==> config.mk <==
export PLATFORM = sky130hd
export DESIGN_NAME = nested_interrupt_controller
export DESIGN_NICKNAME = d
export VERILOG_FILES = /design/src/common/nic_pkg.sv /design/src/hw/nested_interrupt_controller.sv
export SDC_FILE = /design/constraint.sdc
export NUM_CORES = 1
export LEC_CHECK = 0
export ABC_AREA = 1
export BUFFER_PORTS_ARGS = -buffer_cell sky130_fd_sc_hd__buf_2
export CAP_MARGIN = 40
export CELL_PAD_IN_SITES_DETAIL_PLACEMENT = 0
export CELL_PAD_IN_SITES_GLOBAL_PLACEMENT = 2
export CORE_MARGIN = 5
export CORE_UTILIZATION = 30
export CTS_BUF_LIST = sky130_fd_sc_hd__clkbuf_8
export DETAILED_ROUTE_END_ITERATION = 16
export PLACE_DENSITY = 0.9
export SKIP_CTS_REPAIR_TIMING = 1
export SYNTH_ARGS = -nofsm -noshare
export SYNTH_HDL_FRONTEND = slang
export SYNTH_SLANG_ARGS = --single-unit
==> constraint.sdc <==
create_clock -name pclk -period 14.6 [get_ports pclk]
set_input_delay 1.46 -clock pclk [delete_from_list [all_inputs] [get_ports pclk]]
set_output_delay 1.46 -clock pclk [all_outputs]
set_load 0.02 [all_outputs]
==> src/common/nic_pkg.sv <==
// Constants and carrier types for the nested interrupt controller
// Notes on behaviour
// Current priority in flag bits 5 and 3
// Four levels, sixteen fixed vectors FFE0h-FFFFh
// Finish instruction, then stack five context bytes
// Load vector priority and vector address
// Return pops flags, restoring previous priority
// Highest software level wins, hardware breaks ties
// Unserviced requests stay latched until highest
// Reset, pin, trap ignore mask, set level3
// Pin edge interrupt; trap alike, pin preempts trap
// Reset runs at highest priority, level three
// Maskable taken only when above current level
// External edge latch cleared on entry
// Shared external pins combine by NAND
// Peripheral request is flag and enable
// Peripheral clearing sequence drops pending latch
// Any wakes wait; halt-capable wake halt
// After halt, halt-capable request served first
// Four priority registers reset FFh, upper nibble
// Pair 0 serves FFFAh, descending to pair 13
// Level-0 code writes ignored per pair
// Pin interrupt pair stored, not used
// Raised priority while in service re-enters
// Software instructions may rewrite current priority
// Level three blocks every maskable request
package nic_pkg;
    localparam int          NVEC         = 14;
    localparam int          NEXT         = 4;
    localparam int          PRIO_HI_BIT  = 5;
    localparam int          PRIO_LO_BIT  = 3;
    localparam logic [7:0]  FLAGS_RESET  = 8'hea;
    localparam logic [7:0]  PRIO_RESET   = 8'hff;
    localparam logic [3:0]  PRIO3_FIXED  = 4'hf;
    localparam logic [1:0]  CODE_LVL0    = 2'h2;
    localparam logic [1:0]  LVL_TOP      = 2'h3;
    localparam logic [7:0]  IDX_PRIO0    = 8'h32;
    localparam logic [7:0]  IDX_PRIO1    = 8'h33;
    localparam logic [7:0]  IDX_PRIO2    = 8'h34;
    localparam logic [7:0]  IDX_PRIO3    = 8'h35;
    localparam logic [7:0]  IDX_PENDING  = 8'h36;
    localparam logic [7:0]  IDX_FLAGS    = 8'h37;
    localparam logic [15:0] VEC_RESET    = 16'hfffe;
    localparam logic [15:0] VEC_TRAP     = 16'hfffc;
    localparam logic [15:0] VEC_PAIR0    = 16'hfffa;
    localparam logic [3:0]  PIN_PAIR     = 4'h0;
    localparam logic [3:0]  EXT_PAIR     = 4'h2;
    localparam logic [13:0] HALT_CAP     = 14'h000e;
    localparam logic [2:0]  STACK_BYTES  = 3'h5;

    typedef enum logic [1:0]
    {
        ST_RESET = 2'b00,
        ST_IDLE  = 2'b01,
        ST_STACK = 2'b10,
        ST_LOAD  = 2'b11
    } entry_state_t;

    typedef struct packed
    {
        logic       instr_done;
        logic       trap_exec;
        logic       flags_wr;
        logic [7:0] flags_wdata;
        logic       halt_mode;
        logic       wait_mode;
    } cpu_ctl_t;

    typedef struct packed
    {
        logic        busy;
        logic        push;
        logic [2:0]  push_idx;
        logic        go;
        logic [15:0] vec;
    } entry_t;
endpackage

==> src/hw/nested_interrupt_controller.sv <==
// Nested interrupt controller with APB priority registers
`timescale 1ns/1ps
`default_nettype none
module nested_interrupt_controller
(
    input  wire logic                  pclk,
    input  wire logic                  presetn,
    input  wire logic                  psel,
    input  wire logic                  penable,
    input  wire logic                  pwrite,
    input  wire logic [11:0]           paddr,
    input  wire logic [31:0]           pwdata,
    output logic      [31:0]           prdata,
    output logic                       pready,
    output logic                       pslverr,
    input  wire nic_pkg::cpu_ctl_t     cpu_ctl,
    output nic_pkg::entry_t            entry,
    output logic      [7:0]            condition_flags,
    output logic                       wake,
    input  wire logic                  top_level_pin_irq,
    input  wire logic [3:0]            ext_pin,
    input  wire logic [3:0]            ext_en,
    input  wire logic [13:0]           periph_flag,
    input  wire logic [13:0]           periph_en,
    input  wire logic [13:0]           periph_clear
);

// ==========================================================
// Pin synchronisers
// ==========================================================
logic       pin_s1_r;
logic       pin_s2_r;
logic       pin_d_r;
logic [3:0] ext_s1_r;
logic [3:0] ext_s2_r;
logic       ext_line_d_r;

always_ff @(posedge pclk or negedge presetn)
begin
    if (!presetn)
    begin
        pin_s1_r     <= 1'b1;
        pin_s2_r     <= 1'b1;
        pin_d_r      <= 1'b1;
        ext_s1_r     <= 4'hf;
        ext_s2_r     <= 4'hf;
        ext_line_d_r <= 1'b0;
    end
    else
    begin
        pin_s1_r     <= top_level_pin_irq;
        pin_s2_r     <= pin_s1_r;
        pin_d_r      <= pin_s2_r;
        ext_s1_r     <= ext_pin;
        ext_s2_r     <= ext_s1_r;
        ext_line_d_r <= ~&(ext_s2_r | ~ext_en);
    end
end

// Falling pin edge chosen for the top-level source
wire pin_edge  = pin_d_r & ~pin_s2_r;
// Any enabled low pin pulls the shared line active
wire ext_line  = ~&(ext_s2_r | ~ext_en);
wire ext_edge  = ext_line & ~ext_line_d_r;

// ==========================================================
// APB register decode
// ==========================================================
logic [27:0] prio_r;
logic [7:0]  flags_r;
logic [13:0] pend_r;
logic        pin_pend_r;
logic        trap_pend_r;

wire [7:0] idx      = paddr[9:2];
wire       acc      = psel & penable;
wire       hit_p0   = (idx == nic_pkg::IDX_PRIO0);
wire       hit_p1   = (idx == nic_pkg::IDX_PRIO1);
wire       hit_p2   = (idx == nic_pkg::IDX_PRIO2);
wire       hit_p3   = (idx == nic_pkg::IDX_PRIO3);
wire       hit_pnd  = (idx == nic_pkg::IDX_PENDING);
wire       hit_flg  = (idx == nic_pkg::IDX_FLAGS);
wire       hit_any  = (paddr[1:0] == 2'h0) & (paddr[11:10] == 2'h0)
                    & (hit_p0 | hit_p1 | hit_p2 | hit_p3 | hit_pnd | hit_flg);
wire       wr_en    = acc & pwrite & hit_any;
wire [3:0] wr_reg   = {hit_p3, hit_p2, hit_p1, hit_p0};

assign pready  = 1'b1;
assign pslverr = acc & ~hit_any;

wire [7:0] rd_p3 = {nic_pkg::PRIO3_FIXED, prio_r[27:24]};
assign prdata = !hit_any ? 32'h0000_0000 :
                hit_p0   ? {24'h00_0000, prio_r[7:0]} :
                hit_p1   ? {24'h00_0000, prio_r[15:8]} :
                hit_p2   ? {24'h00_0000, prio_r[23:16]} :
                hit_p3   ? {24'h00_0000, rd_p3} :
                hit_pnd  ? {16'h0000, trap_pend_r, pin_pend_r, pend_r} :
                           {24'h00_0000, flags_r};

// ==========================================================
// Per-vector priority, latch and eligibility
// ==========================================================
logic [13:0] elig;
logic [27:0] vlvl;
logic [27:0] prio_nxt;
logic [1:0]  cur_lvl;
logic [3:0]  sel_r;
nic_pkg::entry_state_t state_r;
logic        clr_ext;

// Level from code: 10->0, 01->1, 00->2, 11->3
assign cur_lvl = {~(flags_r[nic_pkg::PRIO_HI_BIT] ^ flags_r[nic_pkg::PRIO_LO_BIT]),
                  flags_r[nic_pkg::PRIO_LO_BIT]};

genvar g;
generate
    for (g = 0; g < nic_pkg::NVEC; g = g + 1)
    begin : gen_vec
        wire [1:0] code  = prio_r[2*g+1:2*g];
        wire [1:0] wcode = pwdata[2*(g%4)+1:2*(g%4)];
        wire       wsel  = wr_en & wr_reg[g/4];
        // Level-0 code is refused only for this pair
        assign prio_nxt[2*g+1:2*g] = (wsel && wcode != nic_pkg::CODE_LVL0) ?
                                     wcode : code;
        assign vlvl[2*g+1:2*g] = {~(code[1] ^ code[0]), code[0]};
        // Raised level while in service simply wins arbitration again
        assign elig[g] = (g != nic_pkg::PIN_PAIR)
                       & pend_r[g]
                       & (vlvl[2*g+1:2*g] > cur_lvl)
                       & (~cpu_ctl.halt_mode | nic_pkg::HALT_CAP[g]);
        if (g == nic_pkg::EXT_PAIR)
        begin : gen_ext
            // New edge beats the entry clear
            wire set_ext = ext_edge;
            wire clr_e   = clr_ext;
            always_ff @(posedge pclk or negedge presetn)
            begin
                if (!presetn)
                    pend_r[g] <= 1'b0;
                else
                    pend_r[g] <= set_ext | (pend_r[g] & ~clr_e);
            end
        end
        else
        begin : gen_per
            wire set_p = periph_flag[g] & periph_en[g];
            always_ff @(posedge pclk or negedge presetn)
            begin
                if (!presetn)
                    pend_r[g] <= 1'b0;
                else
                    pend_r[g] <= set_p | (pend_r[g] & ~periph_clear[g]);
            end
        end
    end
endgenerate

always_ff @(posedge pclk or negedge presetn)
begin
    if (!presetn)
        prio_r <= {nic_pkg::PRIO_RESET[3:0], {3{nic_pkg::PRIO_RESET}}};
    else
        prio_r <= prio_nxt;
end

// ==========================================================
// Arbitration
// ==========================================================
logic [3:0] best_idx;
logic [1:0] best_lvl;
logic       best_ok;

// Descending scan so the lower pair index wins a tie
always_comb
begin
    best_idx = 4'h0;
    best_lvl = 2'h0;
    best_ok  = 1'b0;
    for (int i = nic_pkg::NVEC - 1; i >= 0; i--)
    begin
        if (elig[i] && (!best_ok || vlvl[2*i+1 -: 2] >= best_lvl))
        begin
            best_idx = 4'(i);
            best_lvl = vlvl[2*i+1 -: 2];
            best_ok  = 1'b1;
        end
    end
end

wire nm_any  = pin_pend_r | trap_pend_r;
wire any_req = nm_any | best_ok;
// Sentinel codes above the pair range mark the non-maskable sources
wire [3:0] pick = pin_pend_r ? 4'hf : trap_pend_r ? 4'he : best_idx;

// Halt exit needs halt-capable or the pin interrupt, not the trap; wait takes anything
assign wake = (cpu_ctl.wait_mode & (|pend_r | nm_any))
            | (cpu_ctl.halt_mode & (pin_pend_r | |(pend_r & nic_pkg::HALT_CAP)));

// ==========================================================
// Entry sequencer
// ==========================================================
logic [2:0]  cnt_r;
logic        push_r;
logic        go_r;
logic [15:0] vec_r;
wire         start   = (state_r == nic_pkg::ST_IDLE) & cpu_ctl.instr_done & any_req;
wire         is_nm   = (sel_r == 4'hf) | (sel_r == 4'he);
wire [15:0]  pair_vec = nic_pkg::VEC_PAIR0 - {11'h000, sel_r, 1'b0};
wire [1:0]   sel_code = prio_r[2*sel_r +: 2];
assign clr_ext = (state_r == nic_pkg::ST_LOAD) & (sel_r == nic_pkg::EXT_PAIR);

always_ff @(posedge pclk or negedge presetn)
begin
    if (!presetn)
    begin
        state_r <= nic_pkg::ST_RESET;
        cnt_r   <= 3'h0;
        sel_r   <= 4'h0;
        push_r  <= 1'b0;
        go_r    <= 1'b0;
        vec_r   <= 16'h0000;
    end
    else
    begin
        push_r <= 1'b0;
        go_r   <= 1'b0;
        case (state_r)
            nic_pkg::ST_RESET:
            begin
                go_r    <= 1'b1;
                vec_r   <= nic_pkg::VEC_RESET;
                state_r <= nic_pkg::ST_IDLE;
            end
            nic_pkg::ST_IDLE:
            begin
                if (start)
                begin
                    sel_r   <= pick;
                    cnt_r   <= 3'h0;
                    push_r  <= 1'b1;
                    state_r <= nic_pkg::ST_STACK;
                end
            end
            nic_pkg::ST_STACK:
            begin
                cnt_r <= cnt_r + 3'h1;
                // Two program counter bytes, index, accumulator, flags
                if (cnt_r == nic_pkg::STACK_BYTES - 3'h1)
                    state_r <= nic_pkg::ST_LOAD;
                else
                    push_r <= 1'b1;
            end
            nic_pkg::ST_LOAD:
            begin
                go_r    <= 1'b1;
                vec_r   <= (sel_r == 4'hf) ? nic_pkg::VEC_PAIR0 :
                           (sel_r == 4'he) ? nic_pkg::VEC_TRAP : pair_vec;
                state_r <= nic_pkg::ST_IDLE;
            end
            default: state_r <= nic_pkg::ST_IDLE;
        endcase
    end
end

assign entry.busy     = (state_r != nic_pkg::ST_IDLE);
assign entry.push     = push_r;
assign entry.push_idx = (state_r == nic_pkg::ST_STACK) ? cnt_r : 3'h0;
assign entry.go       = go_r;
assign entry.vec      = vec_r;

// ==========================================================
// Non-maskable latches and current priority
// ==========================================================
wire load_now = (state_r == nic_pkg::ST_LOAD);

always_ff @(posedge pclk or negedge presetn)
begin
    if (!presetn)
    begin
        pin_pend_r  <= 1'b0;
        trap_pend_r <= 1'b0;
        flags_r     <= nic_pkg::FLAGS_RESET;
    end
    else
    begin
        pin_pend_r  <= pin_edge | (pin_pend_r & ~(load_now & sel_r == 4'hf));
        trap_pend_r <= cpu_ctl.trap_exec | (trap_pend_r & ~(load_now & sel_r == 4'he));
        if (load_now)
        begin
            flags_r[nic_pkg::PRIO_HI_BIT] <= is_nm | sel_code[1];
            flags_r[nic_pkg::PRIO_LO_BIT] <= is_nm | sel_code[0];
        end
        else if (cpu_ctl.flags_wr)
            flags_r <= cpu_ctl.flags_wdata;
    end
end

assign condition_flags = flags_r;

// ==========================================================
// Assertions
// ==========================================================
property p_reset_vec;
    @(posedge pclk) disable iff (!presetn)
    state_r == nic_pkg::ST_RESET |=> go_r && vec_r == nic_pkg::VEC_RESET
        && cur_lvl == nic_pkg::LVL_TOP;
endproperty
a_reset_vec: assert property (p_reset_vec) else $error("reset vector not issued");

property p_stack_five;
    @(posedge pclk) disable iff (!presetn)
    start |=> push_r [*5] ##1 !push_r ##1 (go_r && !push_r);
endproperty
a_stack_five: assert property (p_stack_five) else $error("stacking length wrong");

property p_entry_prio;
    @(posedge pclk) disable iff (!presetn)
    load_now && !is_nm |=> flags_r[nic_pkg::PRIO_HI_BIT] == $past(sel_code[1])
        && flags_r[nic_pkg::PRIO_LO_BIT] == $past(sel_code[0]);
endproperty
a_entry_prio: assert property (p_entry_prio) else $error("priority not loaded");

property p_nm_level3;
    @(posedge pclk) disable iff (!presetn)
    load_now && is_nm |=> cur_lvl == nic_pkg::LVL_TOP;
endproperty
a_nm_level3: assert property (p_nm_level3) else $error("non-maskable level wrong");

property p_lvl3_block;
    @(posedge pclk) disable iff (!presetn)
    cur_lvl == nic_pkg::LVL_TOP && !nm_any |-> !best_ok;
endproperty
a_lvl3_block: assert property (p_lvl3_block) else $error("maskable taken at level 3");

property p_zero_write;
    @(posedge pclk) disable iff (!presetn)
    wr_en && hit_p0 && pwdata[3:2] == nic_pkg::CODE_LVL0 |=> $stable(prio_r[3:2]);
endproperty
a_zero_write: assert property (p_zero_write) else $error("level 0 code stored");

property p_ext_clear;
    @(posedge pclk) disable iff (!presetn)
    clr_ext && !ext_edge |=> !pend_r[nic_pkg::EXT_PAIR];
endproperty
a_ext_clear: assert property (p_ext_clear) else $error("edge latch not cleared");

property p_halt_wake;
    @(posedge pclk) disable iff (!presetn)
    cpu_ctl.halt_mode && (pin_pend_r || |(pend_r & nic_pkg::HALT_CAP)) |-> wake;
endproperty
a_halt_wake: assert property (p_halt_wake) else $error("halt not exited");

property p_pin_first;
    @(posedge pclk) disable iff (!presetn)
    start && pin_pend_r |=> sel_r == 4'hf ##6 vec_r == nic_pkg::VEC_PAIR0;
endproperty
a_pin_first: assert property (p_pin_first) else $error("pin interrupt not first");

property p_ext_latch;
    @(posedge pclk) disable iff (!presetn)
    ext_edge |=> pend_r[nic_pkg::EXT_PAIR];
endproperty
a_ext_latch: assert property (p_ext_latch) else $error("edge not latched");

property p_halt_first;
    @(posedge pclk) disable iff (!presetn)
    cpu_ctl.halt_mode && start && !nm_any |=> nic_pkg::HALT_CAP[sel_r];
endproperty
a_halt_first: assert property (p_halt_first) else $error("halt exit not capable");

c_nested:   cover property (@(posedge pclk) disable iff (!presetn) load_now && !is_nm ##[1:40] start);
c_ext_take: cover property (@(posedge pclk) disable iff (!presetn) clr_ext);
c_trap:     cover property (@(posedge pclk) disable iff (!presetn) load_now && sel_r == 4'he);
c_halt:     cover property (@(posedge pclk) disable iff (!presetn) cpu_ctl.halt_mode && wake);

endmodule
`default_nettype wire

; Word level (Yosys, flattened, before mapping)
; Cells that the tools add are included.
[word_totals]
out_inout_bits = 65
wordCells = 370
reg_bits = 91
[op_classes]
n_shift = 1
n_reduce_logical = 65
eq_ne = 20
order_cmp = 25
mux = 62
n_bitwise = 151
n_addsub = 2
[op_table]
columns = op, count
row1 = 2-to-1 mux 16 bit, 8
row2 = AND 1 bit, 71
row3 = 2-to-1 mux 4 bit, 15
row4 = "equality test 8 x 6 -> 1 bit, second input constant", 6
row5 = inverter 1 bit, 35
row6 = case mux 16 bit (2 select lines), 1
row7 = OR 1 bit, 29
row8 = 2-to-1 mux 2 bit, 14
row9 = variable part select 28 x 6 -> 2 bit, 1
row10 = > comparator 2 bit, 13
row11 = logical AND 1 bit, 26
row12 = greater-or-equal comparator 2 bit, 12
row13 = 2-to-1 mux 1 bit, 18
row14 = OR reduction 14 bit, 1
row15 = XOR 1 bit, 14
row16 = logical NOT 1 bit, 13
row17 = logical OR 1 bit, 12
row18 = "!= test 2 bit, second input constant", 6
row19 = "equality test 4 bit, second input constant", 2
row20 = AND reduction 2 bit, 4
row21 = "subtractor 4 x 6 -> 7 bit, first input constant", 1
row22 = logical NOT 2 bit, 3
row23 = 2-to-1 mux 3 bit, 2
row24 = 2-to-1 mux 6 bit, 1
row25 = other kinds (15), 18

; Depth between registers and ports, before layout
[depth]
depth_word = 58
ltp_mapped = 101
mapped_depth_nobuf = 101

; Worst setup path after synthesis
; Ideal clock, no wire load.
[synth_path]
kind = flip-flop to flip-flop
startpoint = reg flags_r[3] (netlist: condition_flags[3])
endpoint = reg sel_r[3]
arrival_ps = 11820
stages_incl_launch_ff = 90
setup_time_ps = 78
path_buffers = 0
required_time_ps = 14522
setup_slack_ps = 2702
cell_sequence = dfstp_2 > xor2_1 > ha_1 > nand2_1 > inv_1 > nor2_1 > nand2_2 > nor2_1 > ha_1 > inv_1 > nand2_1 > a21oi_1 > nand2_1 > nand2_1 > nand2_1 > nand2_1 > ha_1 > inv_1 > [54 not listed] > ha_1 > o21ai_0 > nand3b_1 > nand2_1 > nand3_1 > and2_1 > ha_1 > o21ai_0 > nand3_1 > nand2_1 > nand3_1 > nand2_1 > ha_1 > o21ai_0 > nand3_1 > a21oi_1 > nand3_1 > a21boi_1
[synth_via]
elab_chain_len = 57
[synth_lines]
columns = element, line
row1 = start: declaration, nested_interrupt_controller.sv:70  ; logic [7:0] flags_r;
row2 = start signal: assignment, nested_interrupt_controller.sv:282  ; flags_r <= nic_pkg::FLAGS_RESET;
row3 = start signal: indexed assignment, nested_interrupt_controller.sv:290  ; flags_r[nic_pkg::PRIO_HI_BIT] <= is_nm | sel_code[1];
row4 = start signal: indexed assignment, nested_interrupt_controller.sv:291  ; flags_r[nic_pkg::PRIO_LO_BIT] <= is_nm | sel_code[0];
row5 = XOR 1 bit, nested_interrupt_controller.sv:112  ; assign cur_lvl = {~(flags_r[nic_pkg::PRIO_HI_BIT] ^ flags_r[nic_pkg::PRIO_LO_BIT]),
row6 = inverter 1 bit, nested_interrupt_controller.sv:112
row7 = > comparator 2 bit, nested_interrupt_controller.sv:129  ; & (vlvl[2*g+1:2*g] > cur_lvl)
row8 = AND 1 bit, nested_interrupt_controller.sv:129
row9 = AND 1 bit, nested_interrupt_controller.sv:130  ; & (~cpu_ctl.halt_mode | nic_pkg::HALT_CAP[g]);
row10 = 2-to-1 mux 2 bit / 2-to-1 mux 1 bit (equally long branches), nested_interrupt_controller.sv:181  ; if (elig[i] && (!best_ok || vlvl[2*i+1 -: 2] >= best_lvl))
row11 = greater-or-equal comparator 2 bit / logical NOT 1 bit (equally long branches), nested_interrupt_controller.sv:181
row12 = logical OR 1 bit, nested_interrupt_controller.sv:181
row13 = [41 not listed], -
row14 = 2-to-1 mux 2 bit / 2-to-1 mux 1 bit (equally long branches), nested_interrupt_controller.sv:181
row15 = greater-or-equal comparator 2 bit / logical NOT 1 bit (equally long branches), nested_interrupt_controller.sv:181
row16 = logical OR 1 bit, nested_interrupt_controller.sv:181
row17 = logical AND 1 bit, nested_interrupt_controller.sv:181
row18 = 2-to-1 mux 1 bit, nested_interrupt_controller.sv:181
row19 = OR 1 bit, nested_interrupt_controller.sv:191  ; wire any_req = nm_any | best_ok;
row20 = AND 1 bit, nested_interrupt_controller.sv:206  ; wire start = (state_r == nic_pkg::ST_IDLE) & cpu_ctl.instr_done & any_req;
row21 = AND reduction 2 bit (no source line), -
row22 = end signal: assignment, nested_interrupt_controller.sv:238  ; sel_r <= pick;
row23 = end: declaration, nested_interrupt_controller.sv:107  ; logic [3:0] sel_r;
; Parallel ways exist; a longest one is shown, timed or not.
; A chain may end at the register's enable or synchronous reset.

; Worst setup path after layout
[layout_path]
startpoint = in cpu_ctl[1] (netlist name)
endpoint = reg sel_r[3]
[layout_via]
elab_chain_len = 54
[layout_lines]
columns = element, line
row1 = start: declaration, nested_interrupt_controller.sv:16  ; input wire nic_pkg::cpu_ctl_t cpu_ctl,
row2 = inverter 1 bit *, nested_interrupt_controller.sv:130
row3 = AND 1 bit, nested_interrupt_controller.sv:130
row4 = 2-to-1 mux 2 bit / 2-to-1 mux 1 bit (equally long branches), nested_interrupt_controller.sv:181
row5 = greater-or-equal comparator 2 bit / logical NOT 1 bit (equally long branches), nested_interrupt_controller.sv:181
row6 = logical OR 1 bit, nested_interrupt_controller.sv:181
row7 = logical AND 1 bit, nested_interrupt_controller.sv:181
row8 = 2-to-1 mux 2 bit / 2-to-1 mux 1 bit (equally long branches), nested_interrupt_controller.sv:181
row9 = greater-or-equal comparator 2 bit / logical NOT 1 bit (equally long branches), nested_interrupt_controller.sv:181
row10 = [38 not listed], -
row11 = 2-to-1 mux 2 bit / 2-to-1 mux 1 bit (equally long branches), nested_interrupt_controller.sv:181
row12 = greater-or-equal comparator 2 bit / logical NOT 1 bit (equally long branches), nested_interrupt_controller.sv:181
row13 = logical OR 1 bit, nested_interrupt_controller.sv:181
row14 = logical AND 1 bit, nested_interrupt_controller.sv:181
row15 = 2-to-1 mux 1 bit, nested_interrupt_controller.sv:181
row16 = OR 1 bit, nested_interrupt_controller.sv:191
row17 = AND 1 bit, nested_interrupt_controller.sv:206
row18 = AND reduction 2 bit (no source line), -
; Every way passes the cells marked *; elsewhere a longest branch is shown, timed or not.

==> results.ini <==
[status]
status = finished, final reports clean

[timing]
hold_viol = 0
timing.fmax_mhz = 76.7
slew_viol_final = 0
worstMarginPinSlew_ns = 0.844
setup_viol = 0
setup_tns_ns = 0
fin_crit_ns = 13.04
maxSlewHeadroom_pct = 43.6
finalCritPeriodShare_pct = 89.3
clock_skew_ns = 0.0159
rsz0062_at_grt = no

[synth]
synth-edff-count = 0
syn_inst = 827
ys_ff_latch = 81
syn_area_sq_um = 6190
synth_flop_cell = dfstp_2
synth.avg_cell_area_sq_um = 7.48
synthArstFlopShare_pct = 100
yosysUniqueCellTypes = 47
yosys_warnings = 0
synth_seq_area_share_pct = 33.7

[clocking]
htreeDepth = 3
clk_path_buf_depth = 2
cts_tree = done
clkLatencyLatePin_ns = 0.37
cts-root-buf = clkbuf_8
clk_pin_slew_ns = 0.10
cts.sink_count = 81
cts_made_buffers = 9

[floorplanning]
die-width_um = 154
core_sq_um = 20300
rows = 52
dieArea_sq_um = 23600
io_pins = 178
start_util_pct = 30.5
dieHeight_um = 154

[detailed_routing]
drtAntennaViolNets = 0
vias = 5871
dr.pass1.iters = 5
routed_via_density = 4.78
route.detailed.drc = 0
wl_mm = 19.7
wl_per_cell_um = 16.1
drtIter0Drc = 342

[global_routing]
grt_pass1_vias = 5754
grt_max_degree = 42
grt_util_all_layers_pct = 16.6
grt-ovfl-total = 0
antenna_found_initial = 0
grt_pass1_wl_mm = 31.3

[critical_path]
critical_path.endpoint_type = flop
crit_start = cpu_ctl[1]
cp-start-kind = input port
critPathRequiredTime_ns = 14.91
slowest_stage = ha_1
critPathMaxStageDelay_ns = 0.28
reg2reg_slack_ns = 1.78
r2r_start = condition_flags[5]$_DFFE_PN1P_
cp_common_cell = nand2_1
arrival_ns = 13.35
critPathMaxFanout = 8
worstSetupPathType = input port to flop
worstRegToRegCells = 88

[placement]
dp.cells = 1212
place_congestion = 0.863
port_buffers = 132
dp_hpwl_mm = 16.0

[job]
cap_viol_max_count = 0

[pwr]
power_leakage_nw = 3.75
pwr_density_cell_nw_per_um2 = 160
ir_drop_mv = 0.0715

[hold_path]
holdPathStages = 0
hp-start = ext_s1_r[1]$_DFF_PN1_
hold_path.class = flop to flop

[final_layout]
diodes = 0
nFillCells = 2233
fin_nets = 1122
instances_no_fill = 1228
syn_to_final_growth_pct = 17.8
drive_above_1_share_pct = 23.1

kinds of logic (layout without fill, tap and decap cells):
kind of cell	Yosys count	in the layout	synth area share [%]
buffers and inverters	174	289	12.3
AOI/OAI and AO/OA	169	169	16.7
adders and majority gates	56	56	11.3
xor gates and xnor gates	16	16	2.26
other	2	18	0.121
and+or+nand+nor	329	329	23.7
DFF	81	81	33.7
registers in the layout, summed over array words and instances, names as in the netlist:
name	count
push_r	1
sel_r	4
ext_s1_r	4
trap_pend_r	1
ext_s2_r	4
cnt_r	3
prio_r	28
condition_flags	8
pin_pend_r	1
go_r	1
pin_s1_r	1
state_r	2
pend_r	14
vec_r	6
pin_s2_r	1
ext_line_d_r	1
pin_d_r	1
through the flow:
stage	power (mW)	setup WS (ns)	util [%]	area, sq um	hold slack, ns
floorplan	0.783	2.70	-	6250	0.345
global placement	0.964	1.08	34.6	7020	0.345
detailed placement	0.972	1.06	34.7	7050	0.347
CTS	1.17	1.45	35.8	7280	0.362
global route	1.29	0.0268	35.9	7290	0.366
finish	1.16	1.56	35.9	7290	0.360
routing by layer:
metal | share of wire (%) | global-route usage, %
met1 | 48 | 23.2
met2 | 44 | 26.2
met3 | 5.3 | 2.92
met4 | 2.5 | 4.84
met5 | 0 | 0
layout make-up:
cell class	count	area, sq um	share of cell area [%]
multi-input cells	588	3420	46.9
clock inverters	7	105	1.44
inverters	137	514	7.05
flip-flops and latches	81	2080	28.6
repair buffers	136	709	9.73
clock buffers	9	124	1.70
well taps	270	338	4.63
cell usage in the layout, fill, tap and decap left out, types with 5 or more instances in the layout:
cell	count
inv_1	132
buf_2	131
nand3_1	49
nor2_1	35
conb_1	18
a21oi_1	56
o22ai_1	8
nand4_1	8
nand2_1	184
dfrtp_1	37
dfstp_2	44
nor3_1	10
xnor2_1	12
nor4_1	7
nor2_2	6
o211ai_1	15
o21ai_0	50
clkbuf_8	9
ha_1	56
and2_1	10
a221oi_1	9
nand2_2	5
Yosys cell counts (2+ instances only):
library cell / n / share of area, %
a21boi_1: 4 / 0.49
conb_1: 2 / 0.12
or2_1: 4 / 0.40
dfstp_2: 44 / 19
dfrtp_1: 37 / 15
nor2_1: 35 / 2.1
or2_2: 3 / 0.30
buf_4: 29 / 3.5
a22oi_1: 4 / 0.49
nand2_1: 185 / 11
inv_1: 132 / 8.0
ha_1: 56 / 11
nand3b_1: 4 / 0.49
o21ai_1: 2 / 0.16
inv_2: 3 / 0.18
o31ai_1: 2 / 0.24
xor2_1: 4 / 0.57
xnor2_1: 12 / 1.7
a31oi_1: 4 / 0.40
o22ai_1: 8 / 0.81
o21ai_0: 50 / 4.0
clkbuf_1: 8 / 0.49
o2111ai_1: 4 / 0.57
a21oi_1: 57 / 4.6
o211ai_1: 15 / 1.8
clkinv_1: 2 / 0.12
nor3_1: 10 / 0.81
nand3_1: 49 / 4.0
o221ai_1: 2 / 0.28
and2_1: 10 / 1.0
nor2_2: 6 / 0.61
nand4_1: 8 / 0.81
a221oi_1: 9 / 1.3
nor4_1: 7 / 0.71
nand2_2: 4 / 0.40
worst paths after layout:
path | endpoint
setup / recovery | sel_r[3]$_DFFE_PN0P_
hold / removal | ext_s2_r[1]$_DFF_PN1_
setup reg to reg | sel_r[3]$_DFFE_PN0P_
hold reg to reg | ext_s2_r[1]$_DFF_PN1_
max in group asynchronous | prio_r[19]$_DFFE_PN1P_
min in group asynchronous | cnt_r[1]$_DFFE_PN0P_
worst max-delay path, delay by kind of cell:
family	cells	cell delay (ns)
AOI/OAI and AO/OA	16	2.31
adders and majority gates	12	2.98
buffers and inverters	10	0.92
and+or+nand+nor	52	5.62
power breakdown:
group / total [mW] / internal [mW] / switching [mW]
registers: 0.293 / 0.261 / 0.0323
clock network: 0.195 / 0.0993 / 0.0960
logic: 0.676 / 0.246 / 0.430
Note: power is estimated with default switching activity, not from simulation.
